===== config.mk =====
export PLATFORM = sky130hd
export DESIGN_NAME = mor_top
export DESIGN_NICKNAME = d
export VERILOG_FILES = /design/src/rtl/mor_pkg.sv /design/src/rtl/mor_top.sv
export VERILOG_INCLUDE_DIRS = /design/src /design/src/rtl
export SDC_FILE = /design/constraint.sdc
export NUM_CORES = 1
export LEC_CHECK = 0
export ABC_AREA = 1
export BUFFER_PORTS_ARGS = -buffer_cell sky130_fd_sc_hd__buf_2
export CORE_MARGIN = 2
export CORE_UTILIZATION = 64
export DETAILED_ROUTE_END_ITERATION = 8
export HOLD_SLACK_MARGIN = 0.06
export PLACE_DENSITY_LB_ADDON = 0.3
export SLEW_MARGIN = 25
export SYNTH_ARGS = -nofsm -noshare
export SYNTH_HDL_FRONTEND = slang
export SYNTH_SLANG_ARGS = --single-unit
export TNS_END_PERCENT = 5

===== constraint.sdc =====
create_clock -name mclk -period 20.6 [get_ports mclk]
set_input_delay 2.06 -clock mclk [delete_from_list [all_inputs] [get_ports mclk]]
set_output_delay 2.06 -clock mclk [all_outputs]
set_load 0.05 [all_outputs]

===== src/rtl/mor_map.svh =====
// Register indices, reset values, codes and timing constants of the modem option bank
`ifndef MOR_MAP_SVH
`define MOR_MAP_SVH
// Register indices (byte address is four times the index)
`define MOR_IDX_V23 5'd0
`define MOR_IDX_FLASH 5'd1
`define MOR_IDX_IDLE 5'd2
`define MOR_IDX_SPEEDREP 5'd3
`define MOR_IDX_RESUME 5'd4
`define MOR_IDX_PAUSE 5'd5
`define MOR_IDX_LINKFAIL 5'd6
`define MOR_IDX_LINESPD 5'd7
`define MOR_IDX_HANGUP 5'd8
`define MOR_IDX_FLOW 5'd9
`define MOR_IDX_LINKSVC 5'd10
`define MOR_IDX_COMPRET 5'd11
`define MOR_IDX_COMPCTL 5'd12
`define MOR_IDX_NEGOT 5'd13
`define MOR_IDX_SWITCH 5'd14
`define MOR_IDX_BREAK 5'd15
`define MOR_IDX_CAUSE 5'd16
`define MOR_IDX_TXLEVEL 5'd17
`define MOR_NREG 18
// Reset values
`define MOR_RST_SPEEDREP 8'h02
`define MOR_RST_RESUME 8'h11
`define MOR_RST_PAUSE 8'h13
`define MOR_RST_LINKFAIL 8'h07
`define MOR_RST_FLOW 8'h03
`define MOR_RST_LINKSVC 8'h69
`define MOR_RST_COMPRET 8'h03
`define MOR_RST_COMPCTL 8'h8A
`define MOR_RST_NEGOT 8'h07
`define MOR_RST_BREAK 8'h80
`define MOR_RST_TXLEVEL 8'h0A
// Field positions
`define MOR_AUTOSPD_BIT 1
`define MOR_PROG_LSB 2
// Codes
`define MOR_COMP_A 8'h88
`define MOR_COMP_B 8'h8A
`define MOR_NEG_CODE_LAPM 8'h00
`define MOR_NEG_CODE_NEG 8'h07
`define MOR_NEG_CODE_FB 8'h80
`define MOR_BRK_CODE_EXP 8'h03
`define MOR_BRK_CODE_DES 8'h07
`define MOR_BRK_CODE_SEQ 8'h80
`define MOR_FAIL_DEFAULT 3'h7
`define MOR_FLOW_DEFAULT 3'h3
`define MOR_FLOW_HW 3'h3
`define MOR_FLOW_BOTH 3'h6
`define MOR_HU_FOREVER 8'hFF
// Timing
`define MOR_CLK_HZ 40000000
`define MOR_TICK_MS 10
`define MOR_TICKS_PER_TENTH 4'd10
`define MOR_TICKS_PER_SEC 7'd100
`endif


===== src/rtl/mor_pkg.sv =====
// Types shared by the modem option register bank
`include "mor_map.svh"
package mor_pkg;
  typedef enum logic [0:0] {MOR_HU_IDLE, MOR_HU_WAIT} mor_hu_e;
  typedef enum logic [1:0] {MOR_NEG_LAPM, MOR_NEG_NEGOTIATE, MOR_NEG_FALLBACK} mor_neg_e;
  typedef enum logic [1:0] {MOR_BRK_EXPEDITED, MOR_BRK_DESTRUCTIVE, MOR_BRK_SEQUENCE} mor_brk_e;
  typedef struct packed {
    logic [`MOR_NREG-1:0][7:0] regs;
    logic pready;
    logic pslverr;
    logic [31:0] prdata;
    logic [19:0] pre_cnt;
    logic [3:0] tenth_cnt;
    logic [6:0] sec_cnt;
    logic tick;
    logic tick_tenth;
    logic tick_sec;
    logic [7:0] flash_cnt;
    logic on_hook;
    logic [7:0] idle_cnt;
    logic idle_disc;
    mor_hu_e hu_state;
    logic [7:0] hu_cnt;
    logic hu_done;
    logic data_lost;
    logic cause_locked;
    logic link_q;
    logic fallback_now;
    logic auto_speed;
    logic [1:0] progress;
    logic [2:0] fail_action;
    logic [3:0] line_speed;
    logic [2:0] flow;
    logic hw_flow;
    logic [1:0] compress;
    mor_neg_e negot;
    mor_brk_e brk;
    logic [3:0] switches;
  } mor_state_s;
endpackage : mor_pkg


===== src/rtl/mor_top.sv =====
// Modem option register bank with its timers, decoders and APB slave
`timescale 1ns/100ps
`include "mor_map.svh"
// Overview of operation
// - Flash modifier puts line on-hook for count of 10 ms; zero disables.
// - Idle for count of tenths disconnects the call; zero disables.
// - Data restarts the idle timer; timer stopped in synchronous mode.
// - Speed report bit 1 enables automatic line speed detection; reset enables.
// - Progress field: 0 terminal speed, 1 full, 2 line speed; default 0.
// - Resume character is programmable, 17 after reset.
// - Pause character is programmable, 19 after reset.
// - Three-bit link failure action code, default 7.
// - Unsupported fallback, speed or break codes stored, default behaviour used.
// - Negotiation action 128 starts fallback at connection.
// - Four-bit desired speed code selects line rate.
// - Hang-up waits up to delay seconds for buffer; reports loss.
// - Delay 255 never times out; waits for delivery or drop.
// - Hang-up delay applies only to error-correction connections.
// - Three-bit flow control method code, default hardware handshake.
// - Two-bit compression method field, default both.
// - Negotiation code 0 LAPM, 7 negotiate, 128 fallback.
// - Unsupported negotiation code stored but acts as 128.
// - Break code 3 expedited, 7 destructive, 128 in sequence.
// - Lost call cause records only the first contributing event.
// - Four soft switch bits replace four hardware inputs.
// - Compression control accepts only 136 or 138; default 138.
module mor_top
  import mor_pkg::*;
#(
  parameter int TICK_CYCLES = `MOR_CLK_HZ / 1000 * `MOR_TICK_MS
) (
  input wire logic mclk,
  input wire logic rst,
  input wire logic psel,
  input wire logic penable,
  input wire logic pwrite,
  input wire logic [7:0] paddr,
  input wire logic [31:0] pwdata,
  output logic [31:0] prdata,
  output logic pready,
  output logic pslverr,
  input wire logic flash_req,
  input wire logic link_up,
  input wire logic connect_evt,
  input wire logic data_activity,
  input wire logic ec_mode,
  input wire logic sync_mode,
  input wire logic hangup_req,
  input wire logic buf_empty,
  input wire logic fail_valid,
  input wire logic [7:0] fail_code,
  output logic line_on_hook,
  output logic idle_disconnect,
  output logic hangup_done,
  output logic data_lost,
  output logic fallback_now,
  output logic auto_speed_en,
  output logic [1:0] progress_mode,
  output logic [7:0] resume_character,
  output logic [7:0] pause_character,
  output logic [2:0] fail_action,
  output logic [3:0] line_speed,
  output logic [2:0] flow_method,
  output logic hardware_handshake_flow,
  output logic [1:0] compression_select_command,
  output mor_neg_e negot_mode,
  output mor_brk_e break_mode,
  output logic cmd_set_select,
  output logic remote_config_permit,
  output logic callback_security_enable,
  output logic answer_mode
);

  // ******************************
  // Parameter check and reset image
  // ******************************
  localparam logic [19:0] TICK_LAST = 20'(TICK_CYCLES - 1);

  if (TICK_CYCLES < 2 || TICK_CYCLES > (1 << 20)) begin : g_bad_tick
    $error("TICK_CYCLES out of range");
  end

  function automatic mor_state_s mor_rst();
    mor_state_s r;
    r = '0;
    r.regs[`MOR_IDX_SPEEDREP] = `MOR_RST_SPEEDREP;
    r.regs[`MOR_IDX_RESUME] = `MOR_RST_RESUME;
    r.regs[`MOR_IDX_PAUSE] = `MOR_RST_PAUSE;
    r.regs[`MOR_IDX_LINKFAIL] = `MOR_RST_LINKFAIL;
    r.regs[`MOR_IDX_FLOW] = `MOR_RST_FLOW;
    r.regs[`MOR_IDX_LINKSVC] = `MOR_RST_LINKSVC;
    r.regs[`MOR_IDX_COMPRET] = `MOR_RST_COMPRET;
    r.regs[`MOR_IDX_COMPCTL] = `MOR_RST_COMPCTL;
    r.regs[`MOR_IDX_NEGOT] = `MOR_RST_NEGOT;
    r.regs[`MOR_IDX_BREAK] = `MOR_RST_BREAK;
    r.regs[`MOR_IDX_TXLEVEL] = `MOR_RST_TXLEVEL;
    r.auto_speed = 1'b1;
    r.fail_action = `MOR_FAIL_DEFAULT;
    r.flow = `MOR_FLOW_DEFAULT;
    r.hw_flow = 1'b1;
    r.compress = 2'h3;
    r.negot = MOR_NEG_NEGOTIATE;
    r.brk = MOR_BRK_SEQUENCE;
    return r;
  endfunction : mor_rst

  localparam mor_state_s RST_STATE = mor_rst();

  mor_state_s s;
  mor_state_s next_s;
  logic [4:0] idx;
  logic mapped;
  logic wr;

  // Address decode: aligned words below the register count
  assign idx = paddr[6:2];
  assign mapped = (paddr[1:0] == 2'h0) && !paddr[7] && (idx < 5'(`MOR_NREG));
  assign wr = s.pready && psel && penable && pwrite && mapped;

  // ******************************
  // Next-state logic
  // ******************************
  always_comb begin
    logic [7:0] v;
    v = 8'h00;
    next_s = s;
    // APB: answer in the first access cycle, pready for one cycle only
    next_s.pready = psel && !penable;
    next_s.pslverr = psel && !penable && !mapped;
    next_s.prdata = (psel && !penable) ? (mapped ? {24'h0, s.regs[idx]} : 32'h0) : s.prdata;
    // Cause register is read-only; writes to it are dropped silently
    if (wr && idx != `MOR_IDX_CAUSE) begin
      if (idx != `MOR_IDX_COMPCTL || pwdata[7:0] == `MOR_COMP_A
          || pwdata[7:0] == `MOR_COMP_B) begin
        next_s.regs[idx] = pwdata[7:0];
      end
    end

    next_s.tick = 1'b0;
    next_s.tick_tenth = 1'b0;
    next_s.tick_sec = 1'b0;
    if (s.pre_cnt == TICK_LAST) begin
      next_s.pre_cnt = 20'h0;
      next_s.tick = 1'b1;
    end else begin
      next_s.pre_cnt = s.pre_cnt + 20'h1;
    end
    if (s.tick) begin
      next_s.tenth_cnt = (s.tenth_cnt == `MOR_TICKS_PER_TENTH - 4'd1) ? 4'h0 : s.tenth_cnt + 4'h1;
      next_s.sec_cnt = (s.sec_cnt == `MOR_TICKS_PER_SEC - 7'd1) ? 7'h0 : s.sec_cnt + 7'h1;
      next_s.tick_tenth = (s.tenth_cnt == `MOR_TICKS_PER_TENTH - 4'd1);
      next_s.tick_sec = (s.sec_cnt == `MOR_TICKS_PER_SEC - 7'd1);
    end

    if (flash_req && s.regs[`MOR_IDX_FLASH] != 8'h00) begin
      next_s.flash_cnt = s.regs[`MOR_IDX_FLASH];
      next_s.on_hook = 1'b1;
    end else if (s.on_hook && s.tick) begin
      next_s.flash_cnt = s.flash_cnt - 8'h1;
      next_s.on_hook = (s.flash_cnt != 8'h1);
    end

    next_s.idle_disc = 1'b0;
    // stopped when synchronous, restarted by data
    if (!link_up || sync_mode || s.regs[`MOR_IDX_IDLE] == 8'h00) begin
      next_s.idle_cnt = 8'h00;
    end else if (data_activity || (link_up && !s.link_q)) begin
      next_s.idle_cnt = s.regs[`MOR_IDX_IDLE];
      next_s.tenth_cnt = 4'h0;
      next_s.tick_tenth = 1'b0;
    end else if (s.idle_cnt != 8'h00 && s.tick_tenth) begin
      next_s.idle_cnt = s.idle_cnt - 8'h1;
      next_s.idle_disc = (s.idle_cnt == 8'h1);
    end

    next_s.hu_done = 1'b0;
    case (s.hu_state)
      MOR_HU_IDLE: begin
        if (hangup_req) begin
          v = s.regs[`MOR_IDX_HANGUP];
          if (!ec_mode || !link_up || buf_empty) begin
            next_s.hu_done = 1'b1;
            next_s.data_lost = 1'b0;
          end else if (v == 8'h00) begin
            next_s.hu_done = 1'b1;
            next_s.data_lost = 1'b1;
          end else begin
            next_s.hu_cnt = v;
            next_s.sec_cnt = 7'h0;
            next_s.tick_sec = 1'b0;
            next_s.data_lost = 1'b0;
            next_s.hu_state = MOR_HU_WAIT;
          end
        end
      end
      MOR_HU_WAIT: begin
        if (buf_empty || !link_up) begin
          next_s.hu_done = 1'b1;
          next_s.data_lost = !buf_empty;
          next_s.hu_state = MOR_HU_IDLE;
        end else if (s.tick_sec && s.hu_cnt != `MOR_HU_FOREVER) begin
          next_s.hu_cnt = s.hu_cnt - 8'h1;
          if (s.hu_cnt == 8'h1) begin
            next_s.hu_done = 1'b1;
            next_s.data_lost = 1'b1;
            next_s.hu_state = MOR_HU_IDLE;
          end
        end
      end
      default: next_s.hu_state = MOR_HU_IDLE;
    endcase

    // first cause only, rearmed by a new connection
    next_s.link_q = link_up;
    if (fail_valid && (!s.cause_locked || (link_up && !s.link_q))) begin
      next_s.regs[`MOR_IDX_CAUSE] = fail_code;
      next_s.cause_locked = 1'b1;
    end else if (link_up && !s.link_q) begin
      next_s.cause_locked = 1'b0;
    end

    next_s.fallback_now = connect_evt && (s.negot == MOR_NEG_FALLBACK);

    // Decoded views; registered so every output leaves a flip-flop
    // auto speed
    next_s.auto_speed = s.regs[`MOR_IDX_SPEEDREP][`MOR_AUTOSPD_BIT];
    // progress field, undefined 3 treated as default
    v = s.regs[`MOR_IDX_SPEEDREP];
    next_s.progress = (v[`MOR_PROG_LSB+:2] == 2'h3) ? 2'h0 : v[`MOR_PROG_LSB+:2];
    v = s.regs[`MOR_IDX_LINKFAIL];
    next_s.fail_action = (v[2:0] == 3'h2 || v[2:0] == 3'h6) ? `MOR_FAIL_DEFAULT : v[2:0];
    // speed code, reserved values act as automatic
    v = s.regs[`MOR_IDX_LINESPD];
    next_s.line_speed = (v[3:0] == 4'h4 || v[3:0] > 4'hC) ? 4'h0 : v[3:0];
    // flow method, reserved values act as default
    v = s.regs[`MOR_IDX_FLOW];
    next_s.flow = (v[2:0] == 3'h1 || v[2:0] == 3'h2 || v[2:0] == 3'h7)
                ? `MOR_FLOW_DEFAULT : v[2:0];
    next_s.hw_flow = (next_s.flow == `MOR_FLOW_HW) || (next_s.flow == `MOR_FLOW_BOTH);
    next_s.compress = s.regs[`MOR_IDX_COMPRET][1:0];
    // negotiation action; others act as 128
    case (s.regs[`MOR_IDX_NEGOT])
      `MOR_NEG_CODE_LAPM: next_s.negot = MOR_NEG_LAPM;
      `MOR_NEG_CODE_NEG: next_s.negot = MOR_NEG_NEGOTIATE;
      default: next_s.negot = MOR_NEG_FALLBACK;
    endcase
    // break handling; others act as default
    case (s.regs[`MOR_IDX_BREAK])
      `MOR_BRK_CODE_EXP: next_s.brk = MOR_BRK_EXPEDITED;
      `MOR_BRK_CODE_DES: next_s.brk = MOR_BRK_DESTRUCTIVE;
      default: next_s.brk = MOR_BRK_SEQUENCE;
    endcase
    next_s.switches = s.regs[`MOR_IDX_SWITCH][3:0];
  end

  // ******************************
  // State register
  // ******************************
  always_ff @(posedge mclk or posedge rst) begin
    if (rst) begin
      s <= RST_STATE;
    end else begin
      s <= next_s;
    end
  end

  // Outputs straight from the state
  assign prdata = s.prdata;
  assign pready = s.pready;
  assign pslverr = s.pslverr;
  assign line_on_hook = s.on_hook;
  assign idle_disconnect = s.idle_disc;
  assign hangup_done = s.hu_done;
  assign data_lost = s.data_lost;
  assign fallback_now = s.fallback_now;
  assign auto_speed_en = s.auto_speed;
  assign progress_mode = s.progress;
  assign resume_character = s.regs[`MOR_IDX_RESUME];
  assign pause_character = s.regs[`MOR_IDX_PAUSE];
  assign fail_action = s.fail_action;
  assign line_speed = s.line_speed;
  assign flow_method = s.flow;
  assign hardware_handshake_flow = s.hw_flow;
  assign compression_select_command = s.compress;
  assign negot_mode = s.negot;
  assign break_mode = s.brk;
  assign cmd_set_select = s.switches[0];
  assign remote_config_permit = s.switches[1];
  assign callback_security_enable = s.switches[2];
  assign answer_mode = s.switches[3];
endmodule : mor_top


==> flow_summary_export.csv, run 1 <==
group,metric,value,unit
min_path,hp-class,"reg2reg",
layout,diodes,0,
synth,synth_area_leader_cell,"dfrtp_1",
sta,rsz0062_at_grt,"no",
placed_design,placedInstanceArea,12800,µm²
sta,slew_viol_final,0,
critical_path,critPathSlowestCell,"buf_4",
grt,groute.usage.overall,29.95,%
die,core,19460,µm²
pwr,powerDensity,75.11,nW/µm²
die,design.die.area,20960,µm²
die,die_y,144.8,µm
sta,hold_viol,0,
critical_path,end_kind,"register",
placed_design,gp_congestion,0.9037,
sta,post-route-period-util,20.24,%
clock_tree,hold_buffers,0,
synth,synth_top_area_share,40.85,%
clock_tree,cts_setup_buffers,0,
critical_path,path_buf_inv,5,
layout,final_area,13650,µm²
critical_path,path_class,"in2reg",
clock_tree,cts_resized,0,
critical_path,slowest_delay,0.60,ns
grt,grt_pass1_wl,49880,µm
die,start_util,65.16,%
synth,async_flop_share,100.0,%
routing,routed_wl,30490,µm
synth,yosysWarnings,0,
routing,num_vias,10664,
clock_tree,cts_tree,"yes",
routing,drtIter0Drc,807,
pwr,power.leakage,7.128,nW
clock_tree,cts_made_buffers,25,
synth,synth-edff-count,0,
synth,netlist_area,12680,µm²
sta,slew_headroom,40.07,%
grt,grt_max_degree,126,
routing,drc,0,
layout,fin_nets,1719,
synth,ys.flop_type,"dfrtp_1",
die,row_count,51,
routing,antenna_left,0,
run,cap_viol_max_count,0,
clock_tree,cts.sinks,244,
critical_path,critical-path-top-delay-family,"buffers and inverters",
sta,period_needed,4.170,ns
synth,ys_types,43,
grt,grt_pass1_vias,9988,
clock_tree,clk_latency,0.52,ns
sta,clock.fmax,239.8,MHz
clock_tree,clk_pin_slew,0.06,ns
layout,layout.cells.most_common,"nand2_1",
critical_path,crit_path_start_kind,"input pin",
synth,synth.area.top_cells,"dfrtp_1 41%, nand2_1 18%, dfstp_2 7.7%",
pwr,finalPower,1.025,mW
die,die_width,144.8,µm
sta,setup_violations,0,
routing,wl_per_cell,15.80,µm
critical_path,cp_max_fo,69,
critical_path,crit_chain,"buf_2 > buf_4 > inv_1 > buf_4 > nor2_2 > inv_1 > nor2_1 > nand3_2 > nand2_1 > o21ai_0",
placed_design,portBuffers,92,
clock_tree,clockBufferDepth,3,
pwr,ir_drop,0.07807,mV
layout,drive_above_1_share,12.97,%
layout,syn_to_final_growth,7.647,%
synth,seq_area_frac_synth,48.52,%
clock_tree,htreeDepth,1,
critical_path,crit_arrival,4.54,ns
layout,final_cell_mix,"620 x nand2_1, 207 x dfrtp_1, 120 x inv_1",
routing,via_per_inst,5.525,
synth,avgSynthCellArea,7.833,µm²
synth,ys_seq_elements,244,
sta,setup_tns,0,ns
synth,synthCells,1619,
grt,grt_remaining_overflow,0,
placed_design,dpl.hpwl,19820,µm
die,num_io_pins,141,
sta,tightestPinTransition,0.8980,ns
grt,grt_antenna_before_repair,0,
clock_tree,clockRootBuffer,"clkbuf_16",
critical_path,crit_required,20.97,ns
run_status,outcome,"finished clean",
routing,dr.pass1.iters,5,
sta,skew,0.008911,ns
[per-stage QoR]
stage	std cells	hold slack, ns	util [%]	worst slack [ns]
after floorplan	1642	0.3607	-	11.90
after global placement	1885	0.3688	65.79	15.97
after detailed placement	1885	0.3756	65.79	15.96
after CTS	1930	0.3853	70.14	16.46
after global routing	1930	0.3904	70.14	16.20
final	1930	0.3806	70.14	16.43
[synthesized netlist by cell type (19+ instances only)]
cell type	instances
nor3_1	19
clkbuf_1	22
nor2_1	119
xor2_1	20
o21ai_0	82
buf_4	67
dfrtp_1	207
o21ai_1	74
nand3_1	73
nand4_1	24
inv_1	121
nand2_1	620
dfstp_2	37
[path summary, 6_finish.rpt]
kind | start | endpoint | slack [ns] | depth (start not counted)
max in group asynchronous | rst | s[86] | 16.77 | 4
min | next_s[23] | auto_speed_en | 0.38 | 0
min in group asynchronous | rst | line_speed[3] | 1.69 | 2
max reg2reg | s[139] | s[48] | 18.55 | 7
min reg2reg | next_s[23] | auto_speed_en | 0.38 | 0
max | paddr[2] | s[137] | 16.43 | 10
[power by group]
| part | internal (mW) | switching (mW) | total, mW |
|---|---|---|---|
| Clock | 0.282 | 0.187 | 0.469 |
| Sequential | 0.487 | 0.00437 | 0.491 |
| Combinational | 0.0135 | 0.0518 | 0.0653 |
[cells by family (layout without fill, tap and decap cells)]
family / count (synthesis) / in the layout / synth area share, %
simple gates: 901 / 901 / 30.35
flops: 244 / 244 / 48.52
buf+inv: 244 / 267 / 10.03
compound gates: 190 / 190 / 7.923
xor+xnor: 21 / 21 / 1.450
fa+ha+maj: 10 / 10 / 0.9867
mux: 8 / 8 / 0.7104
other cells: 1 / 24 / 0.02957
[final cells by class]
| cell class | instances | area (µm²) |
|---|---|---|
| well taps | 265 | 331.6 |
| multi-input cells | 1154 | 5343 |
| clock buffers | 37 | 730.7 |
| flip-flops and latches | 244 | 6152 |
| fillers | 1544 | 5812 |
| repair buffers | 98 | 505.5 |
| inverters | 124 | 473.0 |
| clock inverters | 8 | 115.1 |
[sequential cells by signal (all words and copies together) (netlist names), 2 cells and up]
signal	flops
s	182
pause_character	8
prdata	8
resume_character	8
next_s	7
line_speed	4
fail_action	3
flow_method	3
break_mode	2
compression_select_command	2
negot_mode	2
progress_mode	2
[per-layer routing]
layer | wire (µm) | global-route usage (%) | part of all wire, %
met1 | 12860 | 41.82 | 42
met2 | 14450 | 48.46 | 47
met4 | 877 | 9.811 | 2.9
met3 | 2307 | 4.541 | 7.6
met5 | 0 | 0 | 0
Power figures use the tool's default switching activity.
==> inputs of run 2 (changes only) <==
--- a/config.mk
+++ b/config.mk
@@ -9,7 +9,7 @@
 export ABC_AREA = 1
 export BUFFER_PORTS_ARGS = -buffer_cell sky130_fd_sc_hd__buf_2
 export CORE_MARGIN = 2
-export CORE_UTILIZATION = 64
+export CORE_UTILIZATION = 59
 export DETAILED_ROUTE_END_ITERATION = 8
 export HOLD_SLACK_MARGIN = 0.06
 export PLACE_DENSITY_LB_ADDON = 0.3
==> constraint.sdc (replaced) <==
create_clock -name mclk -period 4.07 [get_ports mclk]
set_input_delay 0.407 -clock mclk [delete_from_list [all_inputs] [get_ports mclk]]
set_output_delay 0.407 -clock mclk [all_outputs]
set_load 0.05 [all_outputs]
==> run 2 against run 1 <==
  * Setup slack got worse by 15 ns
  * Global-route usage shrank 2.8 points
  * Cell count grew 1.1%
  * Non-clock buffer count is 8 higher
  * Design area is 0.88% higher
  * Critical endpoint is now s[139]
  * Largest power group unchanged
==> flow_summary_export.csv, run 2 (same netlist as run 1, synthesis figures left out) <==
group,metric,value,unit
run_status,outcome,"finished clean",
layout,final_cell_mix,"620 x nand2_1, 207 x dfrtp_1, 120 x inv_1",
routing,dr.pass1.iters,5,
critical_path,crit_required,4.44,ns
die,die_y,150.6,µm
sta,hold_viol,0,
critical_path,cp_max_fo,27,
sta,clock.fmax,406.7,MHz
min_path,hold_depth,2,
critical_path,rr_startpoint,"s[70]",
grt,grt_max_degree,111,
placed_design,portBuffers,92,
critical_path,end_kind,"register",
clock_tree,cts_resized,0,
critical_path,crit_arrival,2.83,ns
routing,via_per_inst,5.382,
clock_tree,clk_latency,0.54,ns
layout,seqCellArea,6152,µm²
critical_path,slowest_delay,0.58,ns
critical_path,rr_worst_depth,8,
sta,rsz0062_at_grt,"no",
die,design.die.area,22680,µm²
clock_tree,clockRootBuffer,"clkbuf_16",
pwr,power.leakage,7.173,nW
die,num_io_pins,141,
critical_path,path_common_cell,"inv_1",
critical_path,path_buf_inv,3,
layout,largest_register,"s",
layout,fillers,1789,
critical_path,crit_chain,"buf_2 > inv_1 > nor2_2 > inv_1 > nor2_1 > nand3_2 > nand2_1 > o21ai_0",
sta,setup_tns,0,ns
routing,routed_wl,29920,µm
layout,drive_above_1_share,13.54,%
layout,largest_reg_flops,182,
routing,drc,0,
grt,grt_remaining_overflow,0,
layout,diodes,0,
grt,grt_pass1_wl,48960,µm
critical_path,critPathSlowestCell,"inv_1",
critical_path,worstSetupStartpoint,"paddr[2]",
pwr,powerDensity,378.1,nW/µm²
clock_tree,htreeDepth,1,
grt,grt_pass1_vias,9802,
sta,slew_headroom,41.81,%
sta,period_needed,2.459,ns
sta,post-route-period-util,60.42,%
layout,utilization,65.30,%
die,row_count,53,
clock_tree,cts.sinks,244,
routing,wl_per_cell,15.33,µm
clock_tree,cts_made_buffers,27,
sta,setup_violations,0,
layout,fin_nets,1729,
layout,final_area,13770,µm²
placed_design,gp_congestion,0.8735,
layout,syn_to_final_growth,8.594,%
min_path,worstHoldEndpoint,"pready",
die,core,21090,µm²
die,start_util,60.13,%
min_path,hp-class,"in2reg",
min_path,hold_path.startpoint,"penable",
routing,drtIter0Drc,804,
critical_path,regToRegSetupSlack,2.03,ns
grt,grt_antenna_before_repair,0,
sta,tightestPinTransition,0.8719,ns
layout,layout.cells.most_common,"nand2_1",
grt,groute.usage.overall,27.11,%
die,die_width,150.6,µm
layout,layoutNonFillerInstCount,1952,
critical_path,critical-path-top-delay-family,"buffers and inverters",
layout,multiInputGateArea,5343,µm²
placed_design,dpl.hpwl,20330,µm
critical_path,timing.rr.end,"s[71]",
run,cap_viol_max_count,0,
sta,timing.hold.ws,0.07152,ns
clock_tree,clockBufferDepth,3,
routing,antenna_left,0,
placed_design,place_inst,1901,
critical_path,path_class,"in2reg",
routing,num_vias,10505,
placed_design,placedInstanceArea,12880,µm²
critical_path,crit_path_start_kind,"input pin",
clock_tree,cts_tree,"yes",
clock_tree,clk_pin_slew,0.06,ns
pwr,ir_drop,0.3342,mV
sta,skew,0.02494,ns
sta,slew_viol_final,0,
[run 2: cell count changes in the layout (fill, tap and decap cells not counted)]
cell / change
buf_12: +2
buf_4: +4
bufinv_16: -1
clkbuf_1: -1
clkbuf_16: +2
clkbuf_8: -3
clkinv_2: +3
clkinvlp_4: +4
dlygate4sd3_1: +2
inv_6: +1
inv_8: -1
[run 2: repair_timing]
action	in CTS	in global routing
setup buffers	0	0
setup endpoints to repair	0	0
hold endpoints to repair	17	0
hold buffers	2	0
[run 2: final cells by class]
cell class	instances	area share, %
clock buffer	35	5.343
clock inverter	14	0.9540
inverter	124	3.407
multi-input combinational	1154	38.80
sequential	244	44.68
tap	275	2.499
timing repair buffer	106	4.325
[run 2: worst max path at each step]
stage | endpoint | slack, ns | depth (start not counted)
3_3_place_gp | s[133] | 1.19 | 8
5_1_grt | s[261] | 1.39 | 7
3_5_place_dp | s[139] | 1.12 | 8
4_1_cts | s[139] | 1.66 | 7
6_report | s[139] | 1.61 | 8
2_1_floorplan | answer_mode | 0.49 | 1
[run 2: layer usage]
layer / global-route usage [%] / share of wire (%) / wire (µm) / up-vias
met5: 0 / 0 / 0 / -
met4: 9.953 / 3.4 / 1030 / 0
met3: 4.121 / 6.4 / 1915 / 68
met2: 42.75 / 45 / 13610 / 349
met1: 38.28 / 45 / 13360 / 4966
li1: - / - / - / 5122
[run 2: power breakdown]
part           internal, mW  leakage, nW  total (mW)  switching (mW)
sequential             2.46         3.20        2.49          0.0230
combinational        0.0760         3.55       0.337           0.261
clock                  1.40        0.425        2.38           0.982
[run 2: stage by stage]
step / total power [mW] / setup WS, ns
floorplan: 2.782 / 0.4894
global placement: 2.859 / 1.191
detailed placement: 2.864 / 1.115
CTS: 5.238 / 1.659
global route: 5.376 / 1.388
finish: 5.206 / 1.611
[run 2: worst register-to-register path, stage by stage, from the launching register on]
cell     delay, ns
dfrtp_1       0.37
ha_1          0.19
nand3_1       0.14
nor2_1        0.16
inv_1         0.07
nor2_1        0.25
nand4_1       0.48
nand2_1       0.22
inv_1         0.05
